[config.mk]
export PLATFORM = sky130hd
export DESIGN_NAME = cscu_top
export DESIGN_NICKNAME = d
export VERILOG_FILES = /design/src/cscu_pkg.sv /design/src/cscu_key_if.sv /design/src/cscu_top.sv /design/src/cscu_key_check.sv
export SDC_FILE = /design/constraint.sdc
export NUM_CORES = 1
export LEC_CHECK = 0
export BUFFER_PORTS_ARGS = -buffer_cell sky130_fd_sc_hd__buf_2
export CORE_AREA = 3 3 285 428
export CTS_CLUSTER_DIAMETER = 100
export DETAILED_ROUTE_END_ITERATION = 8
export DIE_AREA = 0 0 288 431
export PLACE_DENSITY_LB_ADDON = 0.3
export SLEW_MARGIN = 20
export SYNTH_ARGS = -nofsm -noshare
export SYNTH_HDL_FRONTEND = slang
export SYNTH_HIERARCHICAL = 1
export SYNTH_SLANG_ARGS = --single-unit
export TNS_END_PERCENT = 100
[constraint.sdc]
create_clock -name core_clk -period 8.7 [get_ports core_clk]
set_clock_uncertainty 0.1 [all_clocks]
set_input_delay 0.87 -clock core_clk [delete_from_list [all_inputs] [get_ports core_clk]]
set_output_delay 0.87 -clock core_clk [all_outputs]
set_load 0.02 [all_outputs]
[src/cscu_pkg.sv]
/*
 * Shared constants and types for the config/security command unit.
 * Assumes a byte-wide command port in front of it that has already framed
 * host transactions into address, data and strobes.
 */
package cscu_pkg;

	// ----------------------------------------
	// direct command addresses
	// ----------------------------------------
	localparam logic [6:0] CMD_STATUS = 7'h00;
	localparam logic [6:0] CMD_SUB_LO = 7'h3E;
	localparam logic [6:0] CMD_SUB_HI = 7'h3F;
	localparam logic [6:0] CMD_BLOCK_BASE = 7'h40;
	localparam logic [6:0] CMD_BLOCK_LAST = 7'h5F;
	localparam logic [6:0] CMD_RESULT_LO = 7'h60;
	localparam logic [6:0] CMD_RESULT_HI = 7'h61;
	localparam logic [6:0] CMD_ALARM_EN = 7'h66;

	// ----------------------------------------
	// subcommand codes
	// ----------------------------------------
	localparam logic [15:0] SUB_LOCK = 16'h0030;
	localparam logic [15:0] SUB_IROM_SIG = 16'h0009;
	localparam logic [15:0] SUB_DROM_SIG = 16'h000A;
	localparam logic [15:0] SUB_CFG_SIG = 16'h000B;
	localparam logic [15:0] SUB_EDIT_ENTER = 16'h0090;
	localparam logic [15:0] SUB_EDIT_EXIT = 16'h0092;
	localparam logic [15:0] SUB_OTP_WRITE = 16'h00A0;
	localparam logic [15:0] SUB_SCRATCH = 16'h0070;
	localparam logic [15:0] SUB_DATAMEM_LO = 16'h9000;
	localparam logic [15:0] SUB_DATAMEM_HI = 16'h901F;

	// ----------------------------------------
	// field positions and reset values
	// ----------------------------------------
	localparam int ST_LEVEL_LSB = 0;
	localparam int ST_EDIT_BIT = 2;
	localparam int ST_CFG_BAD_BIT = 3;
	localparam int ST_OTP_BUSY_BIT = 4;
	localparam logic [7:0] ALARM_EN_RESET = 8'h00;
	localparam int SCRATCH_BYTES = 32;
	localparam int CFG_BYTES = 32;
	localparam int CAL_BYTES = 4;

	// ----------------------------------------
	// privilege levels, gray along lock -> unlock -> full
	// ----------------------------------------
	typedef enum logic [1:0] {
		CSCU_LOCKED = 2'b00,
		CSCU_UNLOCKED = 2'b01,
		CSCU_FULL = 2'b11
	} cscu_level_t;

	// power states reported by the system
	typedef enum logic [1:0] {
		CSCU_PWR_ACTIVE = 2'b00,
		CSCU_PWR_LOW = 2'b01,
		CSCU_PWR_DEEP = 2'b11,
		CSCU_PWR_OFF = 2'b10
	} cscu_power_t;

	// loader/engine states
	typedef enum logic [2:0] {
		CSCU_S_LOAD = 3'b000,
		CSCU_S_RUN = 3'b001,
		CSCU_S_SIGN = 3'b011,
		CSCU_S_OTP = 3'b010,
		CSCU_S_OFF = 3'b110
	} cscu_state_t;

	// signature step: 16-bit rotate-xor, shared by the stored and live config signatures
	function automatic logic [15:0] cscu_sig_step(input logic [15:0] acc, input logic [7:0] b);
		cscu_sig_step = {acc[14:0], acc[15]} ^ {8'h00, b} ^ 16'hA001;
	endfunction

endpackage

[src/cscu_key_if.sv]
/*
 * Carrier between the command decoder and the key checker.
 * Assumes both ends share core_clk.
 */
`timescale 1ns/1ps
interface cscu_key_if;
	logic keyStrobe;
	logic [15:0] keyWord;
	logic [1:0] level;
	modport decoder (output keyStrobe, output keyWord, input level);
	modport checker_end (input keyStrobe, input keyWord, output level);
endinterface

[src/cscu_top.sv]
/*
 * Configuration and security command unit top.
 * Holds working settings, privilege handling, edit mode, signatures and
 * the scratchpad. Assumes a framing front end that presents one byte per
 * strobe with a 7-bit address, and a one-time memory read port that answers
 * in one cycle.
 */
`timescale 1ns/1ps
module cscu_top
	import cscu_pkg::*;
#(
	parameter int CFG_N = cscu_pkg::CFG_BYTES,
	parameter logic [15:0] IROM_SIG = 16'h1111, // arbitrary values
	parameter logic [15:0] DROM_SIG = 16'h2222
)
(
	// clock and reset
	input wire logic core_clk,
	input wire logic rst_b,
	// host command port
	input wire logic cmdWrite,
	input wire logic cmdRead,
	input wire logic [6:0] cmdAddr,
	input wire logic [7:0] cmdWdata,
	output logic [7:0] cmdRdata,
	output logic cmdRvalid,
	// power state from the system
	input wire cscu_pkg::cscu_power_t powerState,
	// stored one-time memory
	output logic [4:0] otpAddr,
	input wire logic [7:0] otpRdata,
	input wire logic otpValid,
	output logic otpWrite,
	output logic [7:0] otpWdata,
	// operation control
	output logic runEnable,
	output logic [7:0] alarmEnable
);
	import cscu_pkg::*;

	initial
	begin
		if (CFG_N != CFG_BYTES)
			$error("CFG_N must equal the config size");
	end

	cscu_key_if keyBus();
	cscu_state_t state;
	logic [7:0] cfgMem [CFG_N];
	logic [7:0] scratch [SCRATCH_BYTES];
	logic [7:0] block [SCRATCH_BYTES];
	logic [15:0] subCode;
	logic [15:0] result;
	logic [15:0] sigAcc;
	logic [15:0] cfgStored;
	logic [5:0] walk;
	logic [1:0] sigKind;
	logic editMode;
	logic cfgBad;
	logic subFire;
	logic subHiWrite;
	logic [15:0] next_subCode;
	logic [7:0] alarmReg;
	logic [7:0] next_rdata;
	logic clearAll;
	logic subAllowed;
	logic [4:0] blockIdx;

	// ----------------------------------------
	// privilege keeper
	// ----------------------------------------
	cscu_key_check u_keys (
		.core_clk(core_clk),
		.rst_b(rst_b),
		.clearLevel(clearAll),
		.keys(keyBus.checker_end)
	);

	// ----------------------------------------
	// command decode
	// ----------------------------------------
	// a subcommand fires when its high byte lands, low byte latched first
	assign clearAll = (powerState == CSCU_PWR_OFF);
	assign subHiWrite = cmdWrite && cmdAddr == CMD_SUB_HI && state == CSCU_S_RUN;
	assign next_subCode = {cmdWdata, subCode[7:0]};
	assign subFire = subHiWrite;
	assign blockIdx = cmdAddr[4:0] - CMD_BLOCK_BASE[4:0];
	assign keyBus.keyStrobe = subFire;
	assign keyBus.keyWord = next_subCode;

	// permission per subcommand against the current level
	always_comb
	begin
		subAllowed = 1'b0;
		if (next_subCode == SUB_IROM_SIG || next_subCode == SUB_DROM_SIG
			|| next_subCode == SUB_CFG_SIG || next_subCode == SUB_SCRATCH
			|| next_subCode == SUB_LOCK)
			subAllowed = 1'b1;
		else if (next_subCode >= SUB_DATAMEM_LO && next_subCode <= SUB_DATAMEM_HI)
			subAllowed = keyBus.level != CSCU_LOCKED;
		else if (next_subCode == SUB_EDIT_ENTER)
			subAllowed = keyBus.level == CSCU_FULL && !editMode;
		else if (next_subCode == SUB_EDIT_EXIT)
			subAllowed = editMode;
		else if (next_subCode == SUB_OTP_WRITE)
			subAllowed = keyBus.level == CSCU_FULL && editMode;
	end

	// ----------------------------------------
	// subcommand register and block buffer
	// ----------------------------------------
	always_ff @(posedge core_clk or negedge rst_b)
		if (!rst_b)
			subCode <= 16'h0000;
		else if (cmdWrite && cmdAddr == CMD_SUB_LO)
			subCode <= {subCode[15:8], cmdWdata};
		else if (subHiWrite)
			subCode <= next_subCode;

	// block transfer window shared by scratchpad and data memory
	always_ff @(posedge core_clk)
		if (cmdWrite && cmdAddr >= CMD_BLOCK_BASE && cmdAddr <= CMD_BLOCK_LAST)
			block[blockIdx] <= cmdWdata;

	// ----------------------------------------
	// engine: load, run, sign, commit, off
	// ----------------------------------------
	// one byte per cycle keeps a single rotate-xor signature step instead of a wide tree
	always_ff @(posedge core_clk or negedge rst_b)
		if (!rst_b)
		begin
			state <= CSCU_S_LOAD;
			walk <= 6'h00;
			sigAcc <= 16'h0000;
			sigKind <= 2'b00;
			cfgStored <= 16'h0000;
			result <= 16'h0000;
			editMode <= 1'b0;
			cfgBad <= 1'b0;
		end
		else if (clearAll)
		begin
			state <= CSCU_S_OFF;
			editMode <= 1'b0;
			walk <= 6'h00;
		end
		else
		begin
			unique case (state)
				CSCU_S_OFF:
				begin
					state <= CSCU_S_LOAD; // power back: reload
					walk <= 6'h00;
				end
				CSCU_S_LOAD:
					if (otpValid)
					begin
						if (walk == 6'(CFG_N - 1))
						begin
							state <= CSCU_S_RUN;
							cfgStored <= cscu_sig_step(sigAcc, otpRdata);
						end
						sigAcc <= walk == 6'h00 ? cscu_sig_step(16'h0000, otpRdata)
							: cscu_sig_step(sigAcc, otpRdata);
						walk <= walk + 6'h01;
					end
				CSCU_S_RUN:
					if (subFire && subAllowed)
					begin
						if (next_subCode == SUB_IROM_SIG)
							result <= IROM_SIG;
						else if (next_subCode == SUB_DROM_SIG)
							result <= DROM_SIG;
						else if (next_subCode == SUB_CFG_SIG)
						begin
							state <= CSCU_S_SIGN;
							walk <= 6'(CAL_BYTES);
							sigAcc <= 16'h0000;
						end
						else if (next_subCode == SUB_EDIT_ENTER)
							editMode <= 1'b1;
						else if (next_subCode == SUB_EDIT_EXIT)
							editMode <= 1'b0;
						else if (next_subCode == SUB_OTP_WRITE)
						begin
							state <= CSCU_S_OTP;
							walk <= 6'h00;
						end
					end
				CSCU_S_SIGN:
				begin
					// calibration bytes at the bottom are skipped
					sigAcc <= cscu_sig_step(sigAcc, cfgMem[walk[4:0]]);
					walk <= walk + 6'h01;
					if (walk == 6'(CFG_N - 1))
					begin
						state <= CSCU_S_RUN;
						result <= cscu_sig_step(sigAcc, cfgMem[walk[4:0]]);
						cfgBad <= cscu_sig_step(sigAcc, cfgMem[walk[4:0]]) != cfgStored;
					end
				end
				CSCU_S_OTP:
				begin
					walk <= walk + 6'h01;
					if (walk == 6'(SCRATCH_BYTES - 1))
						state <= CSCU_S_RUN;
				end
				default:
					state <= CSCU_S_LOAD;
			endcase
		end

	// ----------------------------------------
	// working settings and scratchpad
	// ----------------------------------------
	// no reset: contents simply stay through low power modes
	always_ff @(posedge core_clk)
		if (state == CSCU_S_OFF)
		begin
			for (int i = 0; i < CFG_N; i++)
				cfgMem[i] <= 8'h00;
		end
		else if (state == CSCU_S_LOAD && otpValid)
			cfgMem[walk[4:0]] <= otpRdata;
		else if (subFire && subAllowed && state == CSCU_S_RUN
			&& next_subCode >= SUB_DATAMEM_LO && next_subCode <= SUB_DATAMEM_HI)
			cfgMem[next_subCode[4:0]] <= block[0];

	always_ff @(posedge core_clk)
		if (state == CSCU_S_OFF)
		begin
			for (int i = 0; i < SCRATCH_BYTES; i++)
				scratch[i] <= 8'h00;
		end
		else if (subFire && state == CSCU_S_RUN && next_subCode == SUB_SCRATCH
			&& keyBus.level == CSCU_FULL)
		begin
			for (int i = 0; i < SCRATCH_BYTES; i++)
				scratch[i] <= block[i];
		end

	// selected setting writable at any level, outside edit mode too
	always_ff @(posedge core_clk or negedge rst_b)
		if (!rst_b)
			alarmReg <= ALARM_EN_RESET;
		else if (clearAll)
			alarmReg <= ALARM_EN_RESET;
		else if (cmdWrite && cmdAddr == CMD_ALARM_EN && state == CSCU_S_RUN)
			alarmReg <= cmdWdata;

	// ----------------------------------------
	// read path
	// ----------------------------------------
	always_comb
	begin
		next_rdata = 8'h00;
		if (cmdAddr == CMD_STATUS)
			next_rdata = {3'b000, state == CSCU_S_OTP, cfgBad, editMode, keyBus.level};
		else if (cmdAddr == CMD_RESULT_LO)
			next_rdata = result[7:0];
		else if (cmdAddr == CMD_RESULT_HI)
			next_rdata = result[15:8];
		else if (cmdAddr == CMD_ALARM_EN)
			next_rdata = alarmReg;
		else if (cmdAddr >= CMD_BLOCK_BASE && cmdAddr <= CMD_BLOCK_LAST)
			next_rdata = subCode == SUB_SCRATCH ? scratch[blockIdx]
				: (keyBus.level != CSCU_LOCKED ? cfgMem[blockIdx] : 8'h00);
	end

	// registered answer one cycle after the read strobe
	always_ff @(posedge core_clk or negedge rst_b)
		if (!rst_b)
		begin
			cmdRdata <= 8'h00;
			cmdRvalid <= 1'b0;
		end
		else
		begin
			cmdRvalid <= cmdRead;
			if (cmdRead)
				cmdRdata <= next_rdata;
		end

	// ----------------------------------------
	// outputs toward memory and operation
	// ----------------------------------------
	always_ff @(posedge core_clk or negedge rst_b)
		if (!rst_b)
		begin
			otpAddr <= 5'h00;
			otpWrite <= 1'b0;
			otpWdata <= 8'h00;
			runEnable <= 1'b0;
			alarmEnable <= ALARM_EN_RESET;
		end
		else
		begin
			otpAddr <= walk[4:0];
			otpWrite <= state == CSCU_S_OTP;
			otpWdata <= scratch[walk[4:0]];
			runEnable <= state == CSCU_S_RUN && !editMode;
			alarmEnable <= alarmReg;
		end

endmodule

[src/cscu_key_check.sv]
/*
 * Privilege level keeper: tracks pairs of key words and moves the level
 * only on the exact pair for that step.
 * Assumes key words arrive one per strobe from the decoder.
 */
`timescale 1ns/1ps
module cscu_key_check
	import cscu_pkg::*;
#(
	parameter logic [15:0] UNLOCK_KEY1 = 16'h1234, // arbitrary values
	parameter logic [15:0] UNLOCK_KEY2 = 16'h5678,
	parameter logic [15:0] FULL_KEY1 = 16'h9ABC,
	parameter logic [15:0] FULL_KEY2 = 16'hDEF0
)
(
	// clock and reset
	input wire logic core_clk,
	input wire logic rst_b,
	// clear to locked on power-off
	input wire logic clearLevel,
	// decoder side
	cscu_key_if.checker_end keys
);
	cscu_level_t level;
	logic [15:0] lastKey;
	logic haveFirst;

	assign keys.level = level;

	// ----------------------------------------
	// key pair tracking
	// ----------------------------------------
	// a wrong second word just restarts the pair, so a stray word cannot leave a half key armed
	always_ff @(posedge core_clk or negedge rst_b)
		if (!rst_b)
		begin
			level <= CSCU_LOCKED;
			lastKey <= 16'h0000;
			haveFirst <= 1'b0;
		end
		else if (clearLevel)
		begin
			level <= CSCU_LOCKED;
			haveFirst <= 1'b0;
		end
		else if (keys.keyStrobe)
		begin
			lastKey <= keys.keyWord;
			haveFirst <= 1'b1;
			if (haveFirst && level == CSCU_LOCKED && lastKey == UNLOCK_KEY1
				&& keys.keyWord == UNLOCK_KEY2)
			begin
				level <= CSCU_UNLOCKED;
				haveFirst <= 1'b0;
			end
			else if (haveFirst && level == CSCU_UNLOCKED && lastKey == FULL_KEY1
				&& keys.keyWord == FULL_KEY2)
			begin
				level <= CSCU_FULL;
				haveFirst <= 1'b0;
			end
		end
endmodule

# After elaboration in Yosys (flattened, before gate mapping)
# Memories as Yosys holds them, arrays and structs flattened. A register that Yosys moved wholly into a read port is not among the register bits.
# Index checks and enable logic that the tools add are counted.
totals:
  regBits: 126
  ram_bits: 768
  input_bits: 30
  output_inout_bits: 32
  elab_cells: 285
  n_memories: 3
memory_table:
  columns: ["memory", "words", "width", "rd", "rd_ports_with_merged_regs", "write_ports", "line_no", "rtl"]
  rows:
  - ["block", 32, 8, 32, 0, 1, "cscu_top.sv:51", "logic [7:0] block [SCRATCH_BYTES];"]
  - ["cfgMem", 32, 8, 2, 0, 32, "cscu_top.sv:49", "logic [7:0] cfgMem [CFG_N];"]
  - ["scratch", 32, 8, 2, 1, 32, "cscu_top.sv:50", "logic [7:0] scratch [SCRATCH_BYTES];"]
op_classes:
  n_addsub: 1
  n_lt_le_gt_ge: 4
  n_eq_ne: 44
  n_mux: 116
  bitwise_logic: 39
  reduce_logical: 59
op_table:
  columns: ["operator", "count"]
  rows:
  - ["2-to-1 mux 8 bit", 44]
  - ["2-to-1 mux 16 bit", 10]
  - ["2-to-1 mux 6 bit", 9]
  - ["equality test 16 x 4 -> 1 bit, second input constant", 3]
  - ["equality test 16 x 8 -> 1 bit, second input constant", 3]
  - ["case mux 16 bit (3 select lines)", 1]
  - ["2-to-1 mux 1 bit", 33]
  - ["equality test 16 bit, second input constant", 2]
  - ["equality test 16 x 7 -> 1 bit, second input constant", 2]
  - ["OR 1 bit", 32]
  - ["case mux 16 bit (2 select lines)", 1]
  - ["XOR 16 x 8 -> 16 bit", 2]
  - ["2-to-1 mux 3 bit", 10]
  - ["logical AND 1 bit", 26]
  - ["case mux 6 bit (4 select lines)", 1]
  - ["equality test 7 bit, second input constant", 3]
  - ["inequality test 2 bit, second input constant", 9]
  - ["equality test 16 x 13 -> 1 bit, second input constant", 1]
  - ["equality test 16 x 15 -> 1 bit, second input constant", 1]
  - ["equality test 16 x 6 -> 1 bit, second input constant", 1]
  - [">= comparator 16 bit, second input constant", 1]
  - ["<= comparator 16 bit, second input constant", 1]
  - ["inequality test 16 bit", 1]
  - ["OR reduction 8 bit", 2]
  - ["other kinds (35)", 64]

# Depth between registers and ports, before layout
depth:
  ltp_word: 17
  ltp_mapped: 13
  ltp_nobuf: 8

# Modules after synthesis
# Netlist, hierarchy kept.
by_module_without_submodules:
  columns: ["module", "instances", "cells_per_inst", "area_each_um2", "seq_area_each_um2"]
  rows:
  - ["cscu_top", 1, 2700, 40522.6, 25939.9]
  - ["cscu_key_check", 1, 63, 889.6, 475.5]

# Least setup slack after synthesis
# OpenSTA, ideal clock, no wires.
synth_timing:
  path_type: "input -> register"
  start: "in cmdAddr[2]"
  end: "mem scratch[0][0], enable pin"
  setup_ps: 627
  t_arrival_ps: 7937
  t_required_ps: 7973
  slack_ps: 36
  stages: 7
  path_buffers: 2
  path_cell_list: "buf_4 -> nand2_1 -> or4b_4 -> nor4_2 -> clkbuf_1 -> inv_1 -> nand2_1"
synth_rtl:
  columns: ["item", "line_no", "rtl"]
  rows:
  - ["start: declaration", "cscu_top.sv:23", "input wire logic [6:0] cmdAddr,"]
  - ["end: declaration", "cscu_top.sv:50", null]

==> results.md <==
- Status: complete, no violations
- Post-synth top flop: edfxtp_1
- R2r startpoint: state[0]
- Req. time, crit path: 8.95 ns
- Vias/cell: 5.54
- Die area: ~120000 µm²
- Cells after synthesis: 2763
- WP buf/inv: 1
- Largest area contributor in the netlist: edfxtp_1
- Synth unique cells: between 70 and 80
- CTS Hold Bufs: 0
- DR iter-0 viols: 2077
- Gr usage total: 20.1%
- Post-synth ARST share: about 15%
- Remaining Overflow, GRT: 0
- Height of the die: ~430 µm
- Synth warn: 6
- Setup TNS: 0 ns
- Pre-CTS setup slack: 3.34 ns
- Delay-heaviest family, CP: simple AND/OR/NAND/NOR gates
- CTS Root Cell: clkbuf_16
- Hpwl dp: 84400 µm
- Core Region: 119000 µm²
- Synth top area cells: edfxtp_1, mux4_2, dfrtp_1, and2_1, mux2i_1
- Fill cells: 11.0k
- IO Count: 62
- Final Max Slew Viols: 0
- CTS sink count: 902
- Worst setup margin: around 3.9 ns
- Tot Pwr: 10.7 mW
- #FFs+latches synth: 902
- Post-Syn Nets: 2795
- Fin area: 46400 µm²
- Hold Fails Final Rpt: 0
- Port Buf Inserts: between 60 and 70
- CP dominant cell by count: nand2_1
- Worst-Skew Late Latency: 0.69 ns
- First-pass DRT Iterations: 6
- Final Cycle Share: 54.7%
- Initial Util: 34.9%
- TritonCTS clock tree: done
- Post-CTS Resized: 0
- Hold Path Class: primary input to async pin
- Worst slew pin tran: 1.19 ns
- Maxcap violations: 0
- Layout cell share with drive strength beyond 1: 21.1%
- Largest net degree at the start of global routing: 123
- Static leakage: roughly 16 nW
- Syn_area_per_cell: approximately 15 µm²
- Setup bufs post-CTS: 0
- Initial antenna violation count: 7
- Post-synth top area share: 55.7%
- Multi-input gate area in the final layout: 14200 µm²
- Max Freq: ~210 MHz
- Row cnt: 155
- Syn-to-layout area delta: 12.1%
- Final setup viols: 0
- CP cell instances: nor3b_2 > or4b_4 > nor3_1 > o21ai_4 > buf_4 > mux2i_1 > o21a_1 > nand2_1 > nand2_1
- Htree depth: 3
- Rel. slew slack: 19.7%
- FF-to-FF setup slack: approximately 3.9 ns
- Worst path arrival time: roughly 5 ns
- Register Area: 26400 µm²
- Critical Path End Type: flop
- Vias: 24.5k
- Die width: 288 µm
- Post-layout nets: 2822
- Clock Tree Buf Depth: 3
- RSZ-0062 raised after global routing: false
- Crit Path Class: flop to flop
- Crit start category: flop
- CTS clock-pin slew for the worst setup and hold paths: 0.06 ns
- WL per Instance: approximately 28 µm
- Drt total wl: 125000 µm
- Top post-synthesis cells by count: edfxtp_1, nor2_1, and2_1, mux4_2, nand2_1
- Post-synthesis sequential area ratio: 63.8%
- First-pass GRT wire length: 178000 µm
- Most common cell in the synthesized netlist: edfxtp_1
- Residual DRC count: 0
- VDD IR max: ~0.20 mV
- Vias in the first global route: 24.8k
- Critical Path Start: state[0]
- Final Wtd Congestion: just over 0.9
- DRT antenna net count: 0
- Power per Cell Area: 230 nW/µm²
- Path depth of the worst reg2reg path: 9
- Crit path largest cell delay: roughly 0.65 ns
- Placed cell area: 43500 µm²
- CTS buffer count: 87
- R2R Path End: cfgMem[1][4]
- EDFF count, synth: roughly 770
- Slowest-stage cell, CP: or4b_4
- Mapped cell area: 41400 µm²
- Clock period minus final worst setup slack: 4.76 ns
- Crit Path Max Fanout: 21
==> power by group <==
| group | internal, mW | switching, mW |
|---|---|---|
| clock | 2.26 | 1.68 |
| combinational | 0.666 | 1.03 |
| sequential | 4.87 | 0.194 |
==> layout make-up <==
| type | instances | area share [%] |
|---|---|---|
| Sequential cell | 902 | 56.9 |
| Multi-Input combinational cell | 1650 | 30.6 |
| Clock buffer | 104 | 4.89 |
| Tap cell | 1570 | 4.23 |
| Timing Repair Buffer | 118 | 1.69 |
| Clock inverter | 51 | 1.38 |
| Inverter | 31 | 0.251 |
| Antenna cell | 4 | 0.0216 |
==> layer usage <==
layer | GRT usage [%] | up-vias | part of all wire [%] | wire [µm]
li1 | - | 10600 | - | -
met1 | 21.9 | 12700 | 34 | 43100
met2 | 36.2 | 1001 | 53 | 66000
met3 | 3.15 | 297 | 5.7 | 7150
met4 | 12.7 | 4 | 7.0 | 8760
met5 | 0 | - | 0.021 | 26
==> state kept, by name, summed over array words and instances, names as in the netlist, 2 cells and up <==
signal / flops
subCode: 16
alarmReg: 8
u_keys/keys.level: 2
otpAddr: 5
cfgMem: 256
block: 256
sigAcc: 16
scratch: 256
walk: 6
alarmEnable: 8
cmdRdata: 8
cfgStored: 16
u_keys/lastKey: 16
otpWdata: 8
state: 3
result: 16
==> how the worst max path moves through the flow <==
stage	to	slack [ns]	depth (start not counted)
5_1_grt	cfgMem[1][4]	3.72	10
6_report	cfgMem[1][4]	3.94	9
2_1_floorplan	scratch[0][0]	0.04	7
3_3_place_gp	cfgMem[1][5]	3.41	10
3_5_place_dp	cfgMem[1][5]	3.34	10
4_1_cts	cfgMem[1][4]	4.03	9
==> logic make-up (layout without fill, tap and decap cells) <==
logic type | Yosys count | after routing | synth area share [%]
other cells | 0 | 4 | 0
simple gates | 948 | 948 | 11.4
compound gates | 231 | 231 | 3.90
buf+inv | 211 | 304 | 2.24
fa+ha+maj | 2 | 2 | 0.0604
xor+xnor | 43 | 43 | 0.909
flops | 902 | 902 | 63.8
mux | 426 | 426 | 17.7
==> worst register-to-register path, delay by kind of cell, from the launching register on <==
kind                   cells  cell delay (ns)
multiplexers               1             0.43
AO/OA/AOI/OAI              2             0.62
buffers and inverters      1             0.29
flip-flops                 1             0.56
AND/OR/NAND/NOR            5             2.44
==> layout by cell type, fill, tap and decap left out, types with 13 or more instances in the layout <==
cell	synthesis	final
mux2_2	45	45
bufinv_16	0	13
nand2_1	168	167
dfrtp_1	134	131
o21ai_0	55	55
edfxtp_1	768	768
nor2_1	343	341
a21oi_1	32	32
buf_4	10	54
clkbuf_1	98	14
o22ai_1	16	16
inv_1	28	27
a221oi_1	26	26
a22oi_1	26	26
nor2b_1	14	13
mux2i_1	141	133
clkbuf_16	0	87
xnor2_1	20	20
nand2_2	27	27
clkinv_1	3	15
nand3_1	35	35
clkinv_2	0	14
xor2_1	23	23
buf_2	47	58
and2_1	260	260
mux4_2	240	240
==> through the flow <==
stage          util [%]  cells  hold WS (ns)
2_1_floorplan         -   2763         0.252
3_3_place_gp       36.6   4271         0.307
3_5_place_dp       36.7   4271         0.301
4_1_cts            39.1   4426         0.151
5_1_grt            39.1   4426         0.192
6_report           39.1   4430         0.136
No activity file was read; power rests on OpenSTA's default activity.
